## config.mk

```make
export PLATFORM = sky130hd
export DESIGN_NAME = tcp_timer
export DESIGN_NICKNAME = d
export VERILOG_FILES = /design/src/design/tcp_prescaler.v /design/src/design/tcp_sync2.v /design/src/design/tcp_timer.v
export VERILOG_INCLUDE_DIRS = /design/src /design/src/common
export SDC_FILE = /design/constraint.sdc
export NUM_CORES = 1
export LEC_CHECK = 0
export ABC_AREA = 1
export BUFFER_PORTS_ARGS = -buffer_cell sky130_fd_sc_hd__buf_2
export CAP_MARGIN = 5
export CORE_ASPECT_RATIO = 1.25
export CORE_UTILIZATION = 37
export DETAILED_ROUTE_END_ITERATION = 10
export GPL_TIMING_DRIVEN = 1
export HOLD_SLACK_MARGIN = 0.05
export MAX_ROUTING_LAYER = met4
export PLACE_DENSITY = 0.66
export RECOVER_POWER = 25
export SLEW_MARGIN = 5
export SYNTH_ARGS = -nofsm -noshare
export SYNTH_HDL_FRONTEND = slang
export SYNTH_SLANG_ARGS = --single-unit
```

## constraint.sdc

```tcl
create_clock -name clk -period 2 [get_ports clk]
set_input_delay 0.4 -clock clk [delete_from_list [all_inputs] [get_ports clk]]
set_output_delay 0.4 -clock clk [all_outputs]
set_load 0.05 [all_outputs]
```

## src/common/tcp_defines.vh

```
// register map, field positions, reset values and timing counts of the timer block
`ifndef TCP_DEFINES_VH
`define TCP_DEFINES_VH

// register addresses on the cpu file bus
`define TCP_ADDR_TIMER        8'h01
`define TCP_ADDR_IRQ_CTRL     8'h0b
`define TCP_ADDR_IRQ_CTRL_HI  8'h8b
`define TCP_ADDR_OPTION       8'h81
`define TCP_ADDR_PORTA_DIR    8'h85

// option_config fields
`define TCP_OPT_CS            5
`define TCP_OPT_SE            4
`define TCP_OPT_PA            3
`define TCP_OPT_PR_HI         2
`define TCP_OPT_PR_LO         0

// irq_control_reg fields
`define TCP_IRQ_GIE           7
`define TCP_IRQ_OVF_EN        5
`define TCP_IRQ_OVF_FLAG      2

// port a direction field for the shared pin
`define TCP_DIR_PIN           4

// reset values
`define TCP_RST_OPTION        8'hff
`define TCP_RST_IRQ_CTRL      8'h00
`define TCP_RST_PORTA_DIR     5'h1f
`define TCP_RST_TIMER         8'h00

// timing: write inhibit cycles, phases per instruction cycle
`define TCP_INHIBIT_CYCLES    2'd2
`define TCP_PHASES            4

`endif

```

## src/design/tcp_prescaler.v

```verilog
// shared 8-bit ripple-style prescaler with ratio tap selection
`timescale 1ns/1ps
`default_nettype none
module tcp_prescaler
#(
   parameter WIDTH = 8
)
(
   input  wire       clk,
   input  wire       rstn,
   input  wire       tick,
   input  wire       clear,
   input  wire [2:0] ratio,
   output reg        tap
);
   reg  [WIDTH-1:0] count;

   // divider count, cleared on request; not visible to software
   always @(posedge clk or negedge rstn)
   begin
      if (!rstn)
         count <= {WIDTH{1'b0}};
      else if (clear)
         count <= {WIDTH{1'b0}};
      else if (tick)
         count <= count + {{(WIDTH-1){1'b0}}, 1'b1};
   end

   // symmetrical output: bit ratio of the count toggles at 1:2^(ratio+1)
   always @*
   begin
      tap = count[ratio];
   end
endmodule
`default_nettype wire

```

## src/design/tcp_sync2.v

```verilog
// two flip-flop synchroniser for one level from outside the clock domain
`timescale 1ns/1ps
`default_nettype none
module tcp_sync2
(
   input  wire clk,
   input  wire rstn,
   input  wire din,
   output wire dout
);
   reg stage_a;
   reg stage_b;

   // first stage read only by the second
   always @(posedge clk or negedge rstn)
   begin
      if (!rstn)
      begin
         stage_a <= 1'b0;
         stage_b <= 1'b0;
      end
      else
      begin
         stage_a <= din;
         stage_b <= stage_a;
      end
   end

   assign dout = stage_b;
endmodule
`default_nettype wire

```

## src/design/tcp_timer.v

```verilog
// timer/counter with shared prescaler, overflow flag and cpu register access
//
// Contract
// - clock source clear: count once per instruction cycle without prescaler.
// - after a software write to the count, skip two instruction cycles.
// - clock source set: count pin edges; edge select clear rising, set falling.
// - assign bit clear gives prescaler to timer, set to watchdog.
// - timer prescale ratio selects 1:2 through 1:256 in powers of two.
// - prescaler is 8 bits and never readable or writable by software.
// - count wrap from ff to 00 sets the overflow flag.
// - cleared enable blocks the interrupt; flag still records overflow.
// - timer stops in sleep, so overflow cannot wake the processor.
// - prescaler output or raw pin is sampled on phases two and four.
// - external input divided by a ripple counter giving symmetrical output.
// - increment lands three to seven oscillator periods after a pin edge; the code takes eight to twelve at one phase per clock.
// - any timer write clears the prescaler while the timer owns it.
// - watchdog clear instruction clears the prescaler while the watchdog owns it.
`timescale 1ns/1ps
`default_nettype none
`include "tcp_defines.vh"
module tcp_timer
(
   input  wire       clk,
   input  wire       rstn,
   input  wire       phase_strobe,
   input  wire       sleep_mode,
   input  wire       wdt_tick,
   input  wire       watchdog_clear_instr,
   input  wire [7:0] reg_addr,
   input  wire [7:0] reg_wdata,
   input  wire       reg_wr,
   input  wire       reg_rd,
   output reg  [7:0] reg_rdata,
   input  wire       ext_count_input,
   output reg        overflow_irq,
   output reg        wdt_timeout,
   output reg        timer_inc,
   output reg        pin_dir
);
   // ------------------------------------------------------------
   // internal phase generation
   // ------------------------------------------------------------
   // phase_strobe marks each oscillator period; four make one instruction cycle
   reg  [1:0] phase;
   wire       phase_two;
   wire       phase_four;
   wire       cycle_end;

   always @(posedge clk or negedge rstn)
   begin
      if (!rstn)
         phase <= 2'd0;
      else if (phase_strobe)
         phase <= phase + 2'd1;
   end

   assign phase_two  = phase_strobe && (phase == 2'd1);
   assign phase_four = phase_strobe && (phase == 2'd3);
   assign cycle_end  = phase_four;

   // ------------------------------------------------------------
   // registers
   // ------------------------------------------------------------
   reg  [7:0] timer_count;
   reg  [7:0] option_config;
   reg  [7:0] irq_control_reg;
   reg  [4:0] port_a_direction;
   reg  [1:0] inhibit;

   wire clock_source_select = option_config[`TCP_OPT_CS];
   wire source_edge_select  = option_config[`TCP_OPT_SE];
   wire prescaler_assign    = option_config[`TCP_OPT_PA];
   wire [2:0] prescale_ratio = option_config[`TCP_OPT_PR_HI:`TCP_OPT_PR_LO];
   wire overflow_irq_enable = irq_control_reg[`TCP_IRQ_OVF_EN];
   wire global_irq_enable   = irq_control_reg[`TCP_IRQ_GIE];

   wire wr_timer = reg_wr && (reg_addr == `TCP_ADDR_TIMER);
   wire wr_irq   = reg_wr && ((reg_addr == `TCP_ADDR_IRQ_CTRL) ||
                              (reg_addr == `TCP_ADDR_IRQ_CTRL_HI));
   wire wr_opt   = reg_wr && (reg_addr == `TCP_ADDR_OPTION);
   wire wr_dir   = reg_wr && (reg_addr == `TCP_ADDR_PORTA_DIR);

   // ------------------------------------------------------------
   // external input path
   // ------------------------------------------------------------
   wire pin_sync;
   reg  pin_prev;
   wire pin_edge;

   tcp_sync2 u_pin_sync
   (
      .clk  (clk),
      .rstn (rstn),
      .din  (ext_count_input),
      .dout (pin_sync)
   );

   always @(posedge clk or negedge rstn)
   begin
      if (!rstn)
         pin_prev <= 1'b0;
      else
         pin_prev <= pin_sync;
   end

   assign pin_edge = source_edge_select ? (pin_prev && !pin_sync)
                                        : (!pin_prev && pin_sync);

   // ------------------------------------------------------------
   // shared prescaler
   // ------------------------------------------------------------
   wire to_timer = !prescaler_assign;
   wire src_tick = clock_source_select ? pin_edge : cycle_end;
   wire pre_tick;
   wire pre_clear;
   wire pre_tap;

   // prescaler fed by exactly one owner
   assign pre_tick  = to_timer ? src_tick : wdt_tick;
   assign pre_clear = to_timer ? wr_timer : watchdog_clear_instr;

   // count kept inside, no register path
   tcp_prescaler #(.WIDTH(8)) u_prescaler
   (
      .clk   (clk),
      .rstn  (rstn),
      .tick  (pre_tick && !sleep_mode),
      .clear (pre_clear),
      .ratio (prescale_ratio),
      .tap   (pre_tap)
   );

   // ------------------------------------------------------------
   // phase sampling of the counting source
   // ------------------------------------------------------------
   // source level: prescaler tap, or raw pin inverted when falling edge is selected
   reg  src_level;
   reg  samp_q2;
   reg  samp_q4;
   reg  samp_q4_prev;
   wire ext_inc;

   always @*
   begin
      if (to_timer)
         src_level = pre_tap;
      else
         src_level = source_edge_select ? !pin_sync : pin_sync;
   end

   // sample on phase two, then phase four
   always @(posedge clk or negedge rstn)
   begin
      if (!rstn)
      begin
         // idle low pin seen through reset falling select reads high: no false edge
         samp_q2      <= 1'b1;
         samp_q4      <= 1'b1;
         samp_q4_prev <= 1'b1;
      end
      else
      begin
         if (phase_two)
            samp_q2 <= src_level;
         if (phase_four)
         begin
            samp_q4      <= samp_q2;
            samp_q4_prev <= samp_q4;
         end
      end
   end

   // rising sampled level at a cycle end gives one increment
   assign ext_inc = cycle_end && samp_q4 && !samp_q4_prev;

   // ------------------------------------------------------------
   // increment decision
   // ------------------------------------------------------------
   reg next_inc;

   always @*
   begin
      next_inc = 1'b0;
      if (clock_source_select || to_timer)
         // prescaled or external count through sampler
         next_inc = ext_inc;
      else
         next_inc = cycle_end;
      if (sleep_mode)
         next_inc = 1'b0;
   end

   // ------------------------------------------------------------
   // timer count, inhibit and overflow
   // ------------------------------------------------------------
   always @(posedge clk or negedge rstn)
   begin
      if (!rstn)
      begin
         timer_count <= `TCP_RST_TIMER;
         inhibit     <= 2'd0;
      end
      else if (wr_timer)
      begin
         timer_count <= reg_wdata;
         // hold off the next two cycles
         inhibit     <= `TCP_INHIBIT_CYCLES;
      end
      else
      begin
         // hold-off counts instruction cycles, not increments
         if (cycle_end && (inhibit != 2'd0))
            inhibit <= inhibit - 2'd1;
         if (next_inc && (inhibit == 2'd0))
            timer_count <= timer_count + 8'h01;
      end
   end

   wire wrap = next_inc && !wr_timer && (inhibit == 2'd0) && (timer_count == 8'hff);

   // irq control register; overflow set beats software clear
   always @(posedge clk or negedge rstn)
   begin
      if (!rstn)
         irq_control_reg <= `TCP_RST_IRQ_CTRL;
      else
      begin
         if (wr_irq)
            irq_control_reg <= reg_wdata;
         if (wrap)
            irq_control_reg[`TCP_IRQ_OVF_FLAG] <= 1'b1;
      end
   end

   // option and direction registers
   always @(posedge clk or negedge rstn)
   begin
      if (!rstn)
      begin
         option_config    <= `TCP_RST_OPTION;
         port_a_direction <= `TCP_RST_PORTA_DIR;
      end
      else
      begin
         if (wr_opt)
            option_config <= reg_wdata;
         if (wr_dir)
            port_a_direction <= reg_wdata[4:0];
      end
   end

   // ------------------------------------------------------------
   // read data and registered outputs
   // ------------------------------------------------------------
   reg [7:0] next_rdata;

   always @*
   begin
      case (reg_addr)
         `TCP_ADDR_TIMER:       next_rdata = timer_count;
         `TCP_ADDR_IRQ_CTRL:    next_rdata = irq_control_reg;
         `TCP_ADDR_IRQ_CTRL_HI: next_rdata = irq_control_reg;
         `TCP_ADDR_OPTION:      next_rdata = option_config;
         `TCP_ADDR_PORTA_DIR:   next_rdata = {3'h0, port_a_direction};
         default:               next_rdata = 8'h00;
      endcase
   end

   always @(posedge clk or negedge rstn)
   begin
      if (!rstn)
      begin
         reg_rdata    <= 8'h00;
         overflow_irq <= 1'b0;
         wdt_timeout  <= 1'b0;
         timer_inc    <= 1'b0;
         pin_dir      <= 1'b1;
      end
      else
      begin
         if (reg_rd)
            reg_rdata <= next_rdata;
         // enable gates the request, flag untouched
         overflow_irq <= irq_control_reg[`TCP_IRQ_OVF_FLAG] && overflow_irq_enable
                         && global_irq_enable;
         // postscaled watchdog tick, or raw tick when timer owns prescaler
         wdt_timeout  <= prescaler_assign ? (pre_tap && wdt_tick) : wdt_tick;
         timer_inc    <= next_inc && (inhibit == 2'd0) && !wr_timer;
         pin_dir      <= port_a_direction[`TCP_DIR_PIN];
      end
   end
endmodule
`default_nettype wire

```

# == After elaboration in Yosys (flattened, before gate mapping) ==
# Cells that the tools add are included.
# totals
regBits,59
out_inout_bits,12
wordCells,87
# op_classes
addsub,4
n_lt_le_gt_ge,1
n_eq_ne,8
mux,20
n_reduce_logical,35
# op_table
operator,n
"equality test 8 bit, second input constant",4
2-to-1 mux 8 bit,4
case mux 8 bit (4 select lines),1
logical AND 1 bit,20
"adder 8 x 1 -> 8 bit, second input constant",2
2-to-1 mux 1 bit,11
nonzero test 2 bit,5
"equality test 8 x 1 -> 1 bit, second input constant",1
"equality test 8 x 4 -> 1 bit, second input constant",1
zero test 1 bit,6
"< comparator 3 x 4 -> 1 bit, second input constant",1
2-to-1 mux 2 bit,2
binary-select mux 1 bit (select 3 bit),1
2-to-1 mux 3 bit,1
"adder 2 x 1 -> 2 bit, second input constant",1
"equality test 2 x 1 -> 1 bit, second input constant",1
"equality test 2 bit, second input constant",1
zero test 2 bit,1
logical OR 1 bit,2
OR reduction 2 bit,1
"subtractor 2 x 1 -> 2 bit, second input constant",1

# == Longest topological paths before layout ==
# logic_depth
word_depth,10
ltp_mapped,10
ltp_nobuf,10

# == Modules after synthesis ==
# A second synthesis with hierarchy kept.
# unflattened
cells_unflattened,396
hier_area_um2,3141.8
# modules_own_cells
mod,n_inst,cells_each,area_per_inst_um2,seq_area_each_um2
tcp_timer,1,321,2572.5,1247.4
tcp_prescaler,1,73,519.2,200.2
tcp_sync2,1,2,50.0,50.0

# == Least setup slack after synthesis ==
# OpenSTA, ideal clock, no wires.
# synth_path
kind,flip-flop to flip-flop
startpoint,reg phase[0]
endpoint,reg u_prescaler.count[2]
arrival_ns,1.365
setup_slack_ns,0.570
path_stages_with_launch,10
n_path_buf,0
cell_sequence,dfrtp_1 > ha_1 > nand2_1 > inv_2 > or2_1 > nand2_1 > nand2_1 > nand2_2 > nand3_1 > nand2_1
# synth_between
elab_chain_cells,6
# synth_lines
item,line,rtl
start: declaration,tcp_timer.v:44,reg [1:0] phase;
start signal: assignment,tcp_timer.v:54,phase <= phase + 2'd1;
equality test 2 bit,tcp_timer.v:58,assign phase_four = phase_strobe && (phase == 2'd3);
logical AND 1 bit,tcp_timer.v:58,
2-to-1 mux 1 bit,tcp_timer.v:113,wire src_tick = clock_source_select ? pin_edge : cycle_end;
2-to-1 mux 1 bit,tcp_timer.v:119,assign pre_tick = to_timer ? src_tick : wdt_tick;
logical AND 1 bit,tcp_timer.v:127,".tick (pre_tick && !sleep_mode),"
nonzero test 2 bit (no source line),n/a,
end signal: assignment,tcp_prescaler.v:22,count <= {WIDTH{1'b0}};
end signal: assignment,tcp_prescaler.v:24,count <= {WIDTH{1'b0}};
end signal: assignment,tcp_prescaler.v:26,"count <= count + {{(WIDTH-1){1'b0}}, 1'b1};"
end: declaration,tcp_prescaler.v:16,reg [WIDTH-1:0] count;
# Every way passes these cells.
# A chain may end at the register's enable or synchronous reset.

# == Worst setup path in the final report ==
# layout_path
startpoint,reg phase[0]
endpoint,reg u_prescaler.count[0]
# The elaborated chain is that of the path after synthesis.

==> impl_metrics.toml <==
[floorplan]
start_util = 0.383
std_cell_rows = 37
io_pins = 37
coreArea_um2 = 8240
die_y_um = 105
die_w_um = 84.6
die_area_um2 = 8900

[sta]
final-setup-viol-count = 0
min_period_ps = 1590
final.setup.tns_ps = 0
slew_headroom = 0.0361
clock.fmax_mhz = 628
rsz0062_at_grt = "no"
hold_viol = 0
skew_ps = 7.18
final_max_slew_viol_count = 0
tightest_slew_ps = 1450
fin_crit_sh = 0.796
fin_ws_ps = 407

[power]
p_seq_frac = 0.519
p_leak_uw = 0.00181
comb_power_share = 0.182
powerDensity_nw_per_um2 = 820
p_clk_frac = 0.299
swShare = 0.302
total_power_uw = 2920
switching_power_uw = 883
max-vdd-ir-drop_uv = 328
p_int_uw = 2040

[worst_setup_path]
r2r_slack_ps = 410
required_ps = 2270
start_kind = "flip-flop"
reg2reg_from = "phase[0]"
cp.arrival_ps = 1860
cpMostUsedCell = "nand2_1"
path_cells = "ha_1 > nand2_1 > inv_2 > or2_1 > nand2_1 > nand2_1 > nand2_2 > nand3_1 > nand2_1"
path_max_fanout = 8
crit_start = "phase[0]"
crit_family = "simple AND/OR/NAND/NOR gates"
critPathBufInv = 1
crit_path_end_kind = "flip-flop"
ff2ff_path_depth = 9
crit_slowest_cell = "dfrtp_1"
cpPeakStageDelay_ps = 400
worstReg2RegEnd = "u_prescaler.count[0]"
path_class = "flip-flop to flip-flop"

[logic_synthesis]
synth_ff_type = "dfrtp_1"
synth_area_leader_cell = "dfrtp_1"
syn_area_um2 = 3150
synth_area_leaders = "dfrtp_1 (33%), nand2_1 (15%), dfstp_2 (14%), nand3_1 (9.5%), inv_1 (4.2%)"
synth_cells = 383
ys_seq_area_frac = 0.475
synth_cell_type_count = 34
synth-edff-count = 0
synth_area_per_cell_um2 = 8.23
syn_nets = 413
synth_seq_cells = 59
yosys_warnings = 0
async_flop_share = 1.00
synth_top_area_share = 0.333

[clock_network]
ctsHoldBuffers = 0
clock_sinks = 59
path_clk_slew_ps = 50
cts_buffer_depth = 2
ctsResizeCount = 0
htreeDepth = 3
cts_setup_buffers = 0
cts-root-buf = "clkbuf_8"
cts_buffers = 9
cts_tree = "done"
clk_latency_ps = 340

[min_path]
hold_end = "u_pin_sync.stage_a"
hp-class = "primary input to flip-flop"
min_path_cells = 1
hold_start = "ext_count_input"

[cells_and_area]
drive_above_1_share = 0.228
regArea_um2 = 1500
layout_common_cells = "nand2_1 (122), nand3_1 (60), dfrtp_1 (42), buf_2 (36), inv_1 (35)"
final_area_um2 = 3570
multi_input_area_um2 = 1450
num-nets-final = 455
final_util = 0.433
fillers = 808
layout_commonest_cell = "nand2_1"
synthToLayoutAreaGrowth_pct = 13.1
antenna_cells = 0

[placement]
numPortBuffers = 36
dpl_cell_area_um2 = 3430
gp_congestion = 0.833
hpwl_um = 4920
pre_cts_slack_ps = 302

[grt]
first_global_vias = 2558
overflow = 0
grt_max_degree = 60
grt_pass1_wl_um = 11600
grt_usage = 0.175
antenna_found_initial = 0

[drt]
ant_nets = 0
drt-initial-drc-count = 159
drc = 3
wl_per_cell_um = 12.5
wl_um = 6570
vias = 2558
viasPerCell = 4.85
drt_pass1_iterations = 7

[run_status]
status = "complete, but fails checks"
violations = "design-rule violations"

[job]
drv_cap = 0
Yosys cell counts (3+ instances only):
| cell | instances |
|---|---|
| dfrtp_1 | 42 |
| o21ai_1 | 4 |
| nor2_1 | 11 |
| xor2_1 | 9 |
| nand2_2 | 6 |
| nand2_1 | 122 |
| ha_1 | 5 |
| inv_1 | 35 |
| o211ai_1 | 9 |
| a21oi_1 | 4 |
| dfstp_2 | 17 |
| nand3_1 | 60 |
| inv_2 | 4 |
| o21ai_2 | 12 |
| nor2_4 | 3 |
| o21ai_0 | 14 |
| buf_6 | 3 |
area by class of cell:
| cell class | instances | area share |
|---|---|---|
| Clock buffer | 16 | 0.0421 |
| Inverter | 40 | 0.0425 |
| Multi-Input combinational cell | 276 | 0.405 |
| Sequential cell | 59 | 0.420 |
| Tap cell | 97 | 0.0340 |
| Timing Repair Buffer | 39 | 0.0561 |
worst max path at each step:
stage / slack [ps] / cells past startpoint / end
2_1_floorplan: 570 / 9 / u_prescaler.count[2]
5_1_grt: 290 / 9 / u_prescaler.count[7]
3_3_place_gp: 290 / 7 / irq_control_reg[2]
6_report: 410 / 9 / u_prescaler.count[0]
4_1_cts: 390 / 9 / u_prescaler.count[5]
3_5_place_dp: 300 / 9 / timer_count[5]
layer usage:
metal,up-vias,global-route usage,part of all wire
li1,1328,-,-
met1,1183,0.212,0.45
met2,37,0.268,0.49
met3,10,0.0501,0.032
met4,0,0.0835,0.024
met5,-,-,0
stage by stage:
stage / hold slack, ps / std cells
final: 173 / 527
after global routing: 149 / 527
after CTS: 50.4 / 527
after detailed placement: 341 / 511
after global placement: 337 / 511
after floorplan: 104 / 383
cells by family after synthesis:
group                      after synthesis  synth area share
and+or+nand+nor                        215             0.310
DFF                                     59             0.475
buffers and inverters                   48            0.0667
AOI/OAI and AO/OA                       45            0.0980
xor gates and xnor gates                11            0.0306
adders and majority gates                5            0.0198
power by group through the flow:
stage	sequential (uW)	clock (uW)	combinational, uW
after floorplan	1510	0	396
after global placement	1530	0	526
after detailed placement	1540	0	540
after CTS	1520	913	545
after global routing	1550	967	624
final	1520	875	531
(Power assumes the default switching activity.)
